==> config.mk <==
export PLATFORM = sky130hd
export DESIGN_NAME = config_decode_reset_seq
export DESIGN_NICKNAME = d
export VERILOG_FILES = /design/src/cfgdec_pkg.sv /design/src/config_decode_reset_seq.sv
export SDC_FILE = /design/constraint.sdc
export NUM_CORES = 1
export LEC_CHECK = 0
export ABC_AREA = 1
export BUFFER_PORTS_ARGS = -buffer_cell sky130_fd_sc_hd__buf_2
export CAP_MARGIN = 20
export CELL_PAD_IN_SITES_DETAIL_PLACEMENT = 0
export CELL_PAD_IN_SITES_GLOBAL_PLACEMENT = 2
export CORE_ASPECT_RATIO = 0.6
export CORE_MARGIN = 3
export CORE_UTILIZATION = 26
export DETAILED_ROUTE_END_ITERATION = 8
export GPL_ROUTABILITY_DRIVEN = 0
export PLACE_DENSITY = 0.77
export SYNTH_ARGS = -nofsm -noshare
export SYNTH_HDL_FRONTEND = slang
export SYNTH_SLANG_ARGS = --single-unit
==> constraint.sdc <==
create_clock -name core_clk_in -period 2.8 [get_ports core_clk_in]
set_clock_uncertainty 0.05 [all_clocks]
set_input_delay 0.56 -clock core_clk_in [delete_from_list [all_inputs] [get_ports core_clk_in]]
set_output_delay 0.56 -clock core_clk_in [all_outputs]
set_load 0.03 [all_outputs]
==> src/cfgdec_pkg.sv <==
// constants, field layout, encodings and state for the configuration decoder
// assumes a single 200 mhz core clock; configuration words are 8 bits wide
package cfgdec_pkg;
    // clock and timing
    localparam int CLK_HZ = 200_000_000;
    localparam int US_PER_S = 1_000_000;
    localparam int US_CYCLES_DEF = CLK_HZ / US_PER_S;
    localparam int REG_STARTUP_US = 20;
    localparam int POWERUP_TIMER_BASE_MS = 2;
    localparam int US_PER_MS = 1000;
    localparam int FAILSAFE_US = 100;
    localparam int WAIT_W = 17;
    localparam int DIV_W = 16;
    // configuration word addresses in configuration space
    localparam logic [23:0] ADDR_SECURE = 24'hf80002;
    localparam logic [23:0] ADDR_GENERAL = 24'hf80004;
    localparam logic [23:0] ADDR_OSC_SEL = 24'hf80006;
    localparam logic [23:0] ADDR_OSC_MODE = 24'hf80008;
    localparam logic [23:0] ADDR_WATCHDOG = 24'hf8000a;
    localparam logic [23:0] ADDR_POWER_ON = 24'hf8000c;
    localparam logic [23:0] ADDR_DEBUG = 24'hf8000e;
    // implemented bits; erased value is every implemented bit at one
    localparam logic [7:0] MASK_SECURE = 8'hcf;
    localparam logic [7:0] MASK_GENERAL = 8'h07;
    localparam logic [7:0] MASK_OSC_SEL = 8'h87;
    localparam logic [7:0] MASK_OSC_MODE = 8'hc7;
    localparam logic [7:0] MASK_WATCHDOG = 8'hff;
    localparam logic [7:0] MASK_POWER_ON = 8'h07;
    localparam logic [7:0] MASK_DEBUG = 8'he3;
    // field positions
    localparam int SEC_WLOCK_BIT = 0;
    localparam int SEC_SIZE_LSB = 1;
    localparam int SEC_RAM_LSB = 6;
    localparam int GEN_WLOCK_BIT = 0;
    localparam int GEN_PROT_LSB = 1;
    localparam int OSC_SEL_LSB = 0;
    localparam int TWO_SPEED_BIT = 7;
    localparam int PRI_MODE_LSB = 0;
    localparam int OSC_PIN_BIT = 2;
    localparam int SWITCH_MODE_LSB = 6;
    localparam int WD_POST_LSB = 0;
    localparam int WD_PRE_BIT = 4;
    localparam int PLL_WAIT_BIT = 5;
    localparam int WD_WINDOW_BIT = 6;
    localparam int WD_FORCE_BIT = 7;
    localparam int POWERUP_TIMER_LSB = 0;
    localparam int DEBUG_CH_LSB = 0;
    localparam int SCAN_EN_BIT = 5;
    // oscillator source and primary mode codes
    localparam logic [2:0] OSC_FRC = 3'h0;
    localparam logic [2:0] OSC_FRC_PLL = 3'h1;
    localparam logic [2:0] OSC_PRI = 3'h2;
    localparam logic [2:0] OSC_PRI_PLL = 3'h3;
    localparam logic [2:0] OSC_SEC = 3'h4;
    localparam logic [2:0] OSC_LOW_POWER_RC = 3'h5;
    localparam logic [2:0] OSC_RSVD = 3'h6;
    localparam logic [2:0] OSC_FRC_DIV = 3'h7;
    localparam logic [1:0] PRI_EC = 2'h0;
    localparam logic [1:0] PRI_XT = 2'h1;
    localparam logic [1:0] PRI_HS = 2'h2;
    localparam logic [1:0] PRI_OFF = 2'h3;
    // segment ends, ram sizes and watchdog prescaler exponents
    localparam logic [23:0] SEG_END_A = 24'h001ffe;
    localparam logic [23:0] SEG_END_B = 24'h003ffe;
    localparam logic [23:0] SEG_END_C = 24'h007ffe;
    localparam logic [23:0] SEG_END_D = 24'h00fffe;
    localparam logic [23:0] SEG_STEP = 24'h000002;
    localparam logic [12:0] SRAM_SMALL = 13'd256;
    localparam logic [12:0] SRAM_MID = 13'd2048;
    localparam logic [12:0] SRAM_BIG = 13'd4096;
    localparam logic [3:0] WD_PRE_LO = 4'd5;
    localparam logic [3:0] WD_PRE_HI = 4'd7;

    typedef enum logic [1:0] {
        SEQ_REG = 2'b00,
        SEQ_HOLD = 2'b01,
        SEQ_RUN = 2'b11
    } seq_e;

    typedef struct packed {
        logic [7:0] secure;
        logic [7:0] general;
        logic [7:0] osc_sel;
        logic [7:0] osc_mode;
        logic [7:0] watchdog;
        logic [7:0] power_on;
        logic [7:0] debug;
        logic [7:0] rdata;
        logic [2:0] osc_eff;
        seq_e seq;
        logic [DIV_W-1:0] div;
        logic [WAIT_W-1:0] wait_cnt;
        logic bor_flag;
        logic [3:0] sync1;
        logic [3:0] sync2;
        logic bor_prev;
        logic por_prev;
    } state_s;
endpackage

==> src/config_decode_reset_seq.sv <==
// configuration word store, field decoder and reset release sequencer
// assumes one core clock; power and oscillator status arrive asynchronously
// Contract
// large parts: secure size codes end segment
// small parts: secure size codes, smaller ends
// secure ram size less boot ram
// general protect: none, standard, high security
// general write lock zero blocks writes
// two-speed start on fast rc, then switch
// initial oscillator field selects source
// with switching on, source change waits reset
// switch mode enables switching and monitor
// second pin outputs clock outside crystal modes
// primary mode: off, hs, xt, ec
// watchdog forced on overrides software enable
// window off bit selects watchdog mode
// pll switch waits lock when enabled
// prescaler 1:128 or 1:32
// postscaler power-of-two up to 1:32768
// power-up delay doubles from 2 ms
// scan enable and debug pair select
// regulator start-up hold after power-up
// brown-out resets, waits oscillator and lock
// power-up delay concurrent, failsafe delay otherwise
// brown-out sets status flag bit one
// programmed bits read zero, erased one
// startup source captured during reset
`timescale 1ns/100ps
`default_nettype none
module config_decode_reset_seq #(
    parameter int US_CYCLES = cfgdec_pkg::US_CYCLES_DEF,
    parameter bit LARGE_PART = 1'b1
) (
    // clock and reset
    input wire logic core_clk_in,
    input wire logic reset_in,
    // configuration table access
    input wire logic [23:0] cfg_addr_in,
    input wire logic cfg_rd_in,
    input wire logic cfg_wr_in,
    input wire logic [7:0] cfg_wdata_in,
    output logic [7:0] cfg_rdata_out,
    // boot segment context
    input wire logic [23:0] boot_end_in,
    input wire logic [12:0] boot_ram_bytes_in,
    // asynchronous power and oscillator status
    input wire logic power_up_in,
    input wire logic brownout_in,
    input wire logic osc_ready_in,
    input wire logic pll_lock_in,
    // core side controls
    input wire logic watchdog_soft_enable_in,
    input wire logic bor_flag_clear_in,
    input wire logic switch_req_in,
    input wire logic [2:0] switch_target_in,
    // reset sequencing and clock switch go
    output logic core_reset_out,
    output logic exec_hold_out,
    output logic sysclk_hold_out,
    output logic brownout_flag_out,
    output logic switch_go_out,
    // decoded memory protection
    output logic secure_present_out,
    output logic secure_high_out,
    output logic [23:0] secure_start_out,
    output logic [23:0] secure_end_out,
    output logic secure_write_block_out,
    output logic [12:0] secure_ram_bytes_out,
    output logic general_protect_out,
    output logic general_high_out,
    output logic [23:0] general_start_out,
    output logic general_write_lock_out,
    // decoded clocking
    output logic [2:0] active_osc_out,
    output logic [2:0] initial_osc_sel_out,
    output logic clock_switch_en_out,
    output logic failsafe_en_out,
    output logic [1:0] primary_osc_mode_out,
    output logic osc_pin_clock_out,
    // decoded watchdog, power-up delay and debug
    output logic watchdog_run_out,
    output logic watchdog_window_out,
    output logic [3:0] watchdog_pre_log2_out,
    output logic [3:0] watchdog_post_log2_out,
    output logic [7:0] powerup_delay_ms_out,
    output logic boundary_scan_enable_out,
    output logic [1:0] debug_pair_out
);
    import cfgdec_pkg::*;

    localparam int US_W = US_CYCLES - 1;
    localparam logic [DIV_W-1:0] US_LAST = US_W[DIV_W-1:0];
    localparam logic [WAIT_W-1:0] REG_WAIT = REG_STARTUP_US[WAIT_W-1:0];
    localparam logic [WAIT_W-1:0] FSCM_WAIT = FAILSAFE_US[WAIT_W-1:0];
    localparam int POWERUP_TIMER_BASE_US = POWERUP_TIMER_BASE_MS * US_PER_MS;
    localparam logic [WAIT_W-1:0] POWERUP_TIMER_UNIT = POWERUP_TIMER_BASE_US[WAIT_W-1:0];
    localparam logic [7:0] POWERUP_TIMER_MS_UNIT = POWERUP_TIMER_BASE_MS[7:0];
    localparam state_s RESET_ST = '{
        secure: MASK_SECURE,
        general: MASK_GENERAL,
        osc_sel: MASK_OSC_SEL,
        osc_mode: MASK_OSC_MODE,
        watchdog: MASK_WATCHDOG,
        power_on: MASK_POWER_ON,
        debug: MASK_DEBUG,
        rdata: 8'h00,
        osc_eff: OSC_FRC_DIV,
        seq: SEQ_REG,
        div: '0,
        wait_cnt: REG_WAIT,
        bor_flag: 1'b0,
        sync1: 4'h0,
        sync2: 4'h0,
        bor_prev: 1'b0,
        por_prev: 1'b0
    };

    state_s st;
    state_s next_st;

    // synchronised status
    logic por_s;
    logic bor_s;
    logic ready_s;
    logic lock_s;
    assign {lock_s, ready_s, bor_s, por_s} = st.sync2;

    // field views
    logic [2:0] sss;
    logic [1:0] rss;
    logic [1:0] gss;
    logic [2:0] osc_live;
    logic [1:0] pri_mode;
    logic [1:0] sw_mode;
    logic [2:0] powerup_timer_sel;
    logic [1:0] ics;
    assign sss = st.secure[SEC_SIZE_LSB +: 3];
    assign rss = st.secure[SEC_RAM_LSB +: 2];
    assign gss = st.general[GEN_PROT_LSB +: 2];
    assign osc_live = st.osc_sel[OSC_SEL_LSB +: 3];
    assign pri_mode = st.osc_mode[PRI_MODE_LSB +: 2];
    assign sw_mode = st.osc_mode[SWITCH_MODE_LSB +: 2];
    assign powerup_timer_sel = st.power_on[POWERUP_TIMER_LSB +: 3];
    assign ics = st.debug[DEBUG_CH_LSB +: 2];

    // decoded helpers
    logic sec_on;
    logic crystal;
    logic osc_mode_used;
    logic pll_used;
    logic clock_ok;
    logic [WAIT_W-1:0] hold_wait;
    logic tick;
    logic bor_rise;
    logic por_rise;
    logic [23:0] sec_end;
    logic [12:0] sram;

    // bits programmed read zero, erased read one; the field decode uses them as is
    assign sec_on = (sss[1:0] != 2'b11);
    always_comb begin
        unique case (sss[1:0])
            2'b10: sec_end = LARGE_PART ? SEG_END_B : SEG_END_A;
            2'b01: sec_end = LARGE_PART ? SEG_END_C : SEG_END_B;
            2'b00: sec_end = LARGE_PART ? SEG_END_D : SEG_END_C;
            default: sec_end = boot_end_in;
        endcase
    end
    always_comb begin
        case (rss)
            2'b10: sram = SRAM_SMALL - boot_ram_bytes_in;
            2'b01: sram = SRAM_MID - boot_ram_bytes_in;
            2'b00: sram = SRAM_BIG - boot_ram_bytes_in;
            default: sram = 13'h0000;
        endcase
    end

    assign crystal = (pri_mode == PRI_XT) || (pri_mode == PRI_HS);
    assign osc_mode_used = ((st.osc_eff == OSC_PRI || st.osc_eff == OSC_PRI_PLL)
        && pri_mode != PRI_OFF) || (st.osc_eff == OSC_SEC);
    assign pll_used = (st.osc_eff == OSC_PRI_PLL) || (st.osc_eff == OSC_FRC_PLL);
    // oscillator start-up must expire, and lock must be seen, before the clock runs
    assign clock_ok = (!osc_mode_used || ready_s) && (!pll_used || lock_s);

    // delay in microsecond ticks; zero power-up delay with a crystal uses the failsafe delay
    always_comb begin
        if (powerup_timer_sel != 3'h0) begin
            hold_wait = POWERUP_TIMER_UNIT << (powerup_timer_sel - 3'h1);
        end else if (crystal) begin
            hold_wait = FSCM_WAIT;
        end else begin
            hold_wait = '0;
        end
    end

    assign tick = (st.div == US_LAST);
    assign por_rise = por_s && !st.por_prev;
    assign bor_rise = bor_s && !st.bor_prev;

    always_comb begin
        next_st = st;
        next_st.sync1 = {pll_lock_in, osc_ready_in, brownout_in, power_up_in};
        next_st.sync2 = st.sync1;
        next_st.por_prev = por_s;
        next_st.bor_prev = bor_s;
        next_st.div = tick ? '0 : st.div + 1'b1;
        // table access: only implemented bits store, unmapped reads give zero
        next_st.rdata = st.rdata;
        if (cfg_rd_in) begin
            case (cfg_addr_in)
                ADDR_SECURE: next_st.rdata = st.secure;
                ADDR_GENERAL: next_st.rdata = st.general;
                ADDR_OSC_SEL: next_st.rdata = st.osc_sel;
                ADDR_OSC_MODE: next_st.rdata = st.osc_mode;
                ADDR_WATCHDOG: next_st.rdata = st.watchdog;
                ADDR_POWER_ON: next_st.rdata = st.power_on;
                ADDR_DEBUG: next_st.rdata = st.debug;
                default: next_st.rdata = 8'h00;
            endcase
        end
        if (cfg_wr_in) begin
            case (cfg_addr_in)
                ADDR_SECURE: next_st.secure = cfg_wdata_in & MASK_SECURE;
                ADDR_GENERAL: next_st.general = cfg_wdata_in & MASK_GENERAL;
                ADDR_OSC_SEL: next_st.osc_sel = cfg_wdata_in & MASK_OSC_SEL;
                ADDR_OSC_MODE: next_st.osc_mode = cfg_wdata_in & MASK_OSC_MODE;
                ADDR_WATCHDOG: next_st.watchdog = cfg_wdata_in & MASK_WATCHDOG;
                ADDR_POWER_ON: next_st.power_on = cfg_wdata_in & MASK_POWER_ON;
                ADDR_DEBUG: next_st.debug = cfg_wdata_in & MASK_DEBUG;
                default: next_st.debug = st.debug;
            endcase
        end
        // source follows the field while held in reset or while switching is off
        if (st.seq != SEQ_RUN || sw_mode[1]) begin
            next_st.osc_eff = osc_live;
        end
        // status flag: a new brown-out wins over a clear in the same cycle
        if (bor_flag_clear_in) begin
            next_st.bor_flag = 1'b0;
        end
        if (bor_rise) begin
            next_st.bor_flag = 1'b1;
        end
        case (st.seq)
            SEQ_REG: begin
                if (st.wait_cnt == '0) begin
                    next_st.seq = SEQ_HOLD;
                    next_st.wait_cnt = hold_wait;
                end else if (tick) begin
                    next_st.wait_cnt = st.wait_cnt - 1'b1;
                end
            end
            SEQ_HOLD: begin
                if (st.wait_cnt != '0) begin
                    if (tick) begin
                        next_st.wait_cnt = st.wait_cnt - 1'b1;
                    end
                end else if (clock_ok) begin
                    next_st.seq = SEQ_RUN;
                end
            end
            SEQ_RUN: next_st.wait_cnt = '0;
            default: next_st.seq = SEQ_REG;
        endcase
        // brown-out is watched in every sequencer state, run included
        if (bor_rise) begin
            next_st.seq = SEQ_HOLD;
            next_st.wait_cnt = hold_wait;
            next_st.osc_eff = osc_live;
        end
        if (por_rise) begin
            next_st.seq = SEQ_REG;
            next_st.wait_cnt = REG_WAIT;
            next_st.osc_eff = osc_live;
        end
    end

    always_ff @(posedge core_clk_in) begin
        if (reset_in) begin
            st <= RESET_ST;
        end else begin
            st <= next_st;
        end
    end

    // sequencing outputs
    assign cfg_rdata_out = st.rdata;
    assign core_reset_out = (st.seq != SEQ_RUN);
    assign exec_hold_out = (st.seq == SEQ_REG);
    assign sysclk_hold_out = (st.seq == SEQ_HOLD) && !clock_ok;
    assign brownout_flag_out = st.bor_flag;
    // switch to a pll source stalls on lock only when asked to
    assign switch_go_out = switch_req_in && clock_switch_en_out
        && !((switch_target_in == OSC_PRI_PLL || switch_target_in == OSC_FRC_PLL)
        && st.watchdog[PLL_WAIT_BIT] && !lock_s);

    // memory protection
    assign secure_present_out = sec_on;
    assign secure_high_out = sec_on && !sss[2];
    assign secure_start_out = boot_end_in + SEG_STEP;
    assign secure_end_out = sec_end;
    assign secure_write_block_out = !st.secure[SEC_WLOCK_BIT];
    assign secure_ram_bytes_out = sram;
    assign general_protect_out = (gss != 2'b11);
    assign general_high_out = !gss[1];
    assign general_start_out = sec_end + SEG_STEP;
    assign general_write_lock_out = !st.general[GEN_WLOCK_BIT];

    // clocking; with two-speed start the fast rc runs until the source is ready
    always_comb begin
        if (st.osc_sel[TWO_SPEED_BIT] && osc_mode_used && !ready_s) begin
            active_osc_out = OSC_FRC;
        end else if (st.osc_eff == OSC_RSVD) begin
            active_osc_out = OSC_FRC; // reserved code falls back to a safe source
        end else begin
            active_osc_out = st.osc_eff;
        end
    end
    assign initial_osc_sel_out = osc_live;
    assign clock_switch_en_out = !sw_mode[1];
    assign failsafe_en_out = (sw_mode == 2'b00);
    assign primary_osc_mode_out = pri_mode;
    assign osc_pin_clock_out = !crystal && st.osc_mode[OSC_PIN_BIT];

    // watchdog, power-up delay and debug
    assign watchdog_run_out = st.watchdog[WD_FORCE_BIT] || watchdog_soft_enable_in;
    assign watchdog_window_out = !st.watchdog[WD_WINDOW_BIT];
    assign watchdog_pre_log2_out = st.watchdog[WD_PRE_BIT] ? WD_PRE_HI : WD_PRE_LO;
    assign watchdog_post_log2_out = st.watchdog[WD_POST_LSB +: 4];
    assign powerup_delay_ms_out = (powerup_timer_sel == 3'h0) ? 8'h00
        : POWERUP_TIMER_MS_UNIT << (powerup_timer_sel - 3'h1);
    assign boundary_scan_enable_out = st.debug[SCAN_EN_BIT];
    assign debug_pair_out = ~ics;
endmodule
`default_nettype wire

# Yosys cells after proc, flatten, opt, wreduce, memory -nomap -nowiden
# Index checks and enable logic that the tools add are counted.
# word_totals
regBits	91
elab_cells	149
# classes
n_bitwise	2
n_reduce_logical	61
shift	2
eq_ne	35
n_mux	23
n_addsub	8
# op_table
op	count
$eq A24 B24 Y1 const B	7
$mux W17	5
$pmux W24 S3	1
$pmux W8 S7	1
$pmux W17 S3	1
$add A24 B2 Y24 const B	2
$pmux W13 S3	1
$logic_not A17 Y1	1
$reduce_bool A17 Y1	1
$shl A11 B3 Y17 const A	1
$sub A17 B1 Y17 const B	1
$add A16 B1 Y16 const B	1
$eq A16 B8 Y1 const B	1
$reduce_and A2 Y1	8
$logic_not A1 Y1	15
$ne A2 B2 Y1 const B	7
$logic_and A1 B1 Y1	13
$sub A12 B13 Y13 const A	1
$sub A13 B13 Y13 const A	1
$sub A9 B13 Y13 const A	1
$mux W5	2
$eq A3 B2 Y1 const B	3
$logic_or A1 B1 Y1	9
$mux W3	3
24 further kinds	44

# Logic depth before layout (Yosys ltp)
# depth
depth_word	12
depth_mapped	12
mapped_depth_nobuf	12

# Least setup slack after synthesis
# Ideal clock, no wire load.
# synth_path
path_kind	reg-to-output
start	register st, in the netlist sss[1]
end	output port general_start_out[23]
arrival_ns	3.174
slack_ns	-0.984
path_stages_with_launch	12
path_buffers	2
cell_sequence	dfxtp_1 > nand2_2 > buf_2 > buf_1 > nor2_1 > inv_1 > ha_1 > nand2_1 > nor2_2 > nand2_1 > nor3_1 > nor3_1
# synth_between
elab_chain_cells	3
word_cells_on_any_way	5
cone_classes	1 x add/sub; 2 x eq/ne; 1 x mux; 1 x reduce/logical
# synth_rtl
item	line_no	text
start, declared	config_decode_reset_seq.sv:118	state_s st;
start signal, assigned	config_decode_reset_seq.sv:282	st <= next_st;
$eq A2 B1 Y1, or another cell as far along	config_decode_reset_seq.sv:162	unique case (sss[1:0])
$pmux W24 S3 *	config_decode_reset_seq.sv:162	
net secure_end_out[1]	config_decode_reset_seq.sv:66	output logic [23:0] secure_end_out,
$add A24 B2 Y24 *	config_decode_reset_seq.sv:306	assign general_start_out = sec_end + SEG_STEP;
end, declared	config_decode_reset_seq.sv:71	output logic [23:0] general_start_out,
# Mark *: on every way through the listed nets, which the timed path passes. The rest lies on a longest branch.

# Final worst setup path
# layout_path
start	register st, in the netlist sss[0]
end	output port general_start_out[17]
# layout_between
elab_chain_cells	3
word_cells_on_any_way	5
cone_classes	1 x add/sub; 2 x eq/ne; 1 x mux; 1 x reduce/logical
# layout_rtl
item	line_no
$eq A2 B1 Y1, or another cell as far along	config_decode_reset_seq.sv:162
$pmux W24 S3 *	config_decode_reset_seq.sv:162
$add A24 B2 Y24 *	config_decode_reset_seq.sv:306
# Mark *: on every way between the ends. The rest lies on a longest branch, timed or not.

==> impl_metrics.py <==
metrics = {
    "detailed_routing": {
        "drt_first_pass_iters": 5,
        "ant_nets": 0,
        "vias": 7169,
        "first_iter_violations": 439,
        "wire_per_inst_um": 15.18,
        "route.detailed.drc": 0,
        "viasPerCell": 4.552,
        "drt-total-wl_mm": 23.91,
    },
    "place": {
        "placed_area_mm2": 0.007970,
        "place_hpwl_mm": 19.36,
        "dpl.cell_count": 1557,
        "portBuffers": 213,
    },
    "synth": {
        "synth_area_mm2": 0.006626,
        "netlist_instances": 1053,
        "synth_top_flop_cell": "dfxtp_1",
        "synth_cell_types": 44,
        "synth_seq_cells": 91,
        "yosys.area.top_type": "dfxtp_1",
        "synth_top_area_frac": 0.2749,
        "synth_area_leaders": "dfxtp_1 27%, nand2_1 14%, nor2_1 8.9%",
        "synthTopCellsByCount": "241 x nand2_1, 157 x nor2_1, 151 x inv_1",
        "yosysWarnings": 0,
        "async_flop_share": 0,
        "ys_seq_area_frac": 0.2749,
        "synth_edf_count": 0,
        "syn_area_per_cell_um2": 6.293,
        "yosysMostFrequentCell": "nand2_1",
    },
    "setup_path": {
        "cp-start-kind": "register",
        "crit_path_end_kind": "output pin",
        "timing.rr.end": "st[19]",
        "reg2reg_depth": 9,
        "rrSetupSlack_ns": 0.68,
        "setup.worst_path.class": "reg -> out",
        "worst_ep_required_time_ns": 2.19,
        "cp.arrival_ns": 2.11,
        "worstPathMaxFanout": 14,
        "r2r_start": "st[28]",
    },
    "sta": {
        "period_share": 0.9716,
        "setup_viol_count_final": 0,
        "relSlewSlack": 0.5956,
        "rsz0062_at_grt": "true",
        "hold_slack_ns": 0.3522,
        "slew_viol_final": 0,
        "period_needed_ns": 2.721,
        "worst_pin_slew_ns": 0.6015,
        "hold_viol_final": 0,
        "fmax_ghz": 0.3676,
    },
    "status": {
        "status": "finished clean",
    },
    "pwr": {
        "ir_drop_v": 0.0002205,
        "p_per_area_mw_per_mm2": 373.4,
        "p_leak_nw": 4.428,
        "fin_total_pwr_w": 0.003163,
    },
    "cells_and_area": {
        "nets": 1348,
        "final_area_mm2": 0.008471,
        "drive_gt1_frac": 0.2594,
        "area.growth.synth_to_final_pct": 27.83,
        "multiInputGateArea_mm2": 0.004085,
        "diodes": 0,
        "num-fill-cells": 2758,
        "final_util": 0.3442,
        "regArea_mm2": 0.001831,
        "finalNonFillerCells": 1575,
    },
    "global_route": {
        "grt_max_degree": 35,
        "grt_pass1_wl_mm": 37.07,
        "antenna_found_initial": 1,
        "grt_overflow": 0,
        "track_usage": 0.1707,
        "first_global_vias": 6540,
    },
    "floorplanning": {
        "initial_core_util": 0.2693,
        "core_area_mm2": 0.02461,
        "chipWidth_um": 212.1,
        "die_h_um": 129.7,
        "fp-row-count": 44,
        "die-area_mm2": 0.02750,
        "io_pins": 219,
    },
    "clocking": {
        "h-tree-depth": 3,
        "clockBufferDepth": 2,
        "cts_buffers": 9,
        "clkTransAtPathRegs_ns": 0.07,
        "root_buffer": "clkbuf_16",
        "cts_tree": "done",
        "holdBufCountCts": 0,
        "numClockSinks": 91,
        "insertion_delay_ns": 0.35,
    },
    "worst_hold_path": {
        "hp-class": "reg -> reg",
        "hold_path_end": "lock_s",
        "min_path_cells": 2,
        "hold_start": "next_st[5]",
    },
    "run": {
        "drv_cap": 0,
    },
}
==> worst max-delay path, cell delays in order, from the launching register on <==
cell	delay (ns)
dfxtp_4	0.37
nand2_8	0.12
inv_8	0.07
nand2_1	0.13
nand2_1	0.12
inv_2	0.08
nand2_1	0.06
nor2_1	0.12
nand2_2	0.12
nor3_4	0.19
nor2_1	0.10
a21oi_4	0.11
buf_4	0.17
==> worst max-delay path by stage <==
stage	start	endpoint	slack [ns]	depth (start not counted)
after floorplan	sss[1]	general_start_out[15]	0.03	10
final	sss[0]	general_start_out[17]	0.08	12
after global placement	boot_end_in[1]	secure_start_out[23]	0.03	10
after CTS	sss[0]	general_start_out[17]	-0.002	10
after global routing	sss[0]	general_start_out[17]	-0.04	12
after detailed placement	boot_end_in[1]	secure_start_out[21]	0.04	10
==> through the flow <==
step	setup slack, ns	TNS, ns
global route	-0.04011	-0.1073
finish	0.07941	0
global placement	0.03207	0
CTS	-0.002253	-0.002253
detailed placement	0.04499	0
floorplan	0.03218	0
==> registers in the layout, indices dropped and copies added, names as in the netlist, 3 cells and up <==
register / flops
watchdog_post_log2_out: 4
cfg_rdata_out: 8
next_st: 5
initial_osc_sel_out: 3
st: 52
sss: 3
powerup_timer_sel: 3
==> report_power, final <==
part           internal (W)  total [W]  switching, W
Sequential          0.00131    0.00132     0.0000147
Clock              0.000703    0.00127      0.000571
Combinational      0.000176   0.000565      0.000389
Total               0.00219    0.00316      0.000975
==> metal layers <==
layer	routed length (um)	up-vias	part of all wire	track usage
li1	-	3756	-	-
met1	13320	3237	0.56	0.2775
met2	8999	162	0.38	0.2225
met3	1446	14	0.060	0.04379
met4	143	0	0.0060	0.02203
met5	0	-	0	0
==> cell usage in the layout (no fill, tap or decap), types with 3 or more instances in the layout <==
cell         n
nand3_2      4
xor2_1      29
o21ai_1      8
nor2_1     147
buf_2      204
ha_4         3
conb_1       4
buf_4       24
a21oi_1     36
o211ai_1    34
nand3_1     48
o21ai_2      3
dfxtp_1     88
nor4_1       4
nand4_2      3
o21ai_0     34
nor2_4       6
nand2_2      9
nor3_4       3
inv_1      149
nor2_2      18
nand3b_1     3
inv_2        8
a31oi_1      4
xnor2_1     12
o31ai_1      3
ha_1        13
clkbuf_16    9
nand4_1     45
nand2_1    238
nor3_1      19
==> logic make-up (layout without fill, tap and decap cells) <==
kind of cell / Yosys count / count (layout) / share of synthesized area
and+or+nand+nor: 562 / 562 / 0.3818
buffers and inverters: 209 / 407 / 0.1375
AOI/OAI and AO/OA: 129 / 129 / 0.1157
DFF: 91 / 91 / 0.2749
xor gates and xnor gates: 43 / 43 / 0.05684
adders and majority gates: 17 / 17 / 0.03210
other: 2 / 4 / 0.001133
==> final cells by class <==
type | instances | share of cell area
clock inverter | 6 | 0.008567
multi-input combinational | 755 | 0.4823
timing repair buffer | 232 | 0.1471
tap | 322 | 0.04756
clock buffer | 10 | 0.02703
inverter | 159 | 0.07134
sequential | 91 | 0.2161
==> timing repair <==
item                       CTS  global route
setup endpoints to repair   14            22
resized for setup           15            38
pin swaps                    1             5
setup buffers                2             0
Power figures use the tool's default switching activity.
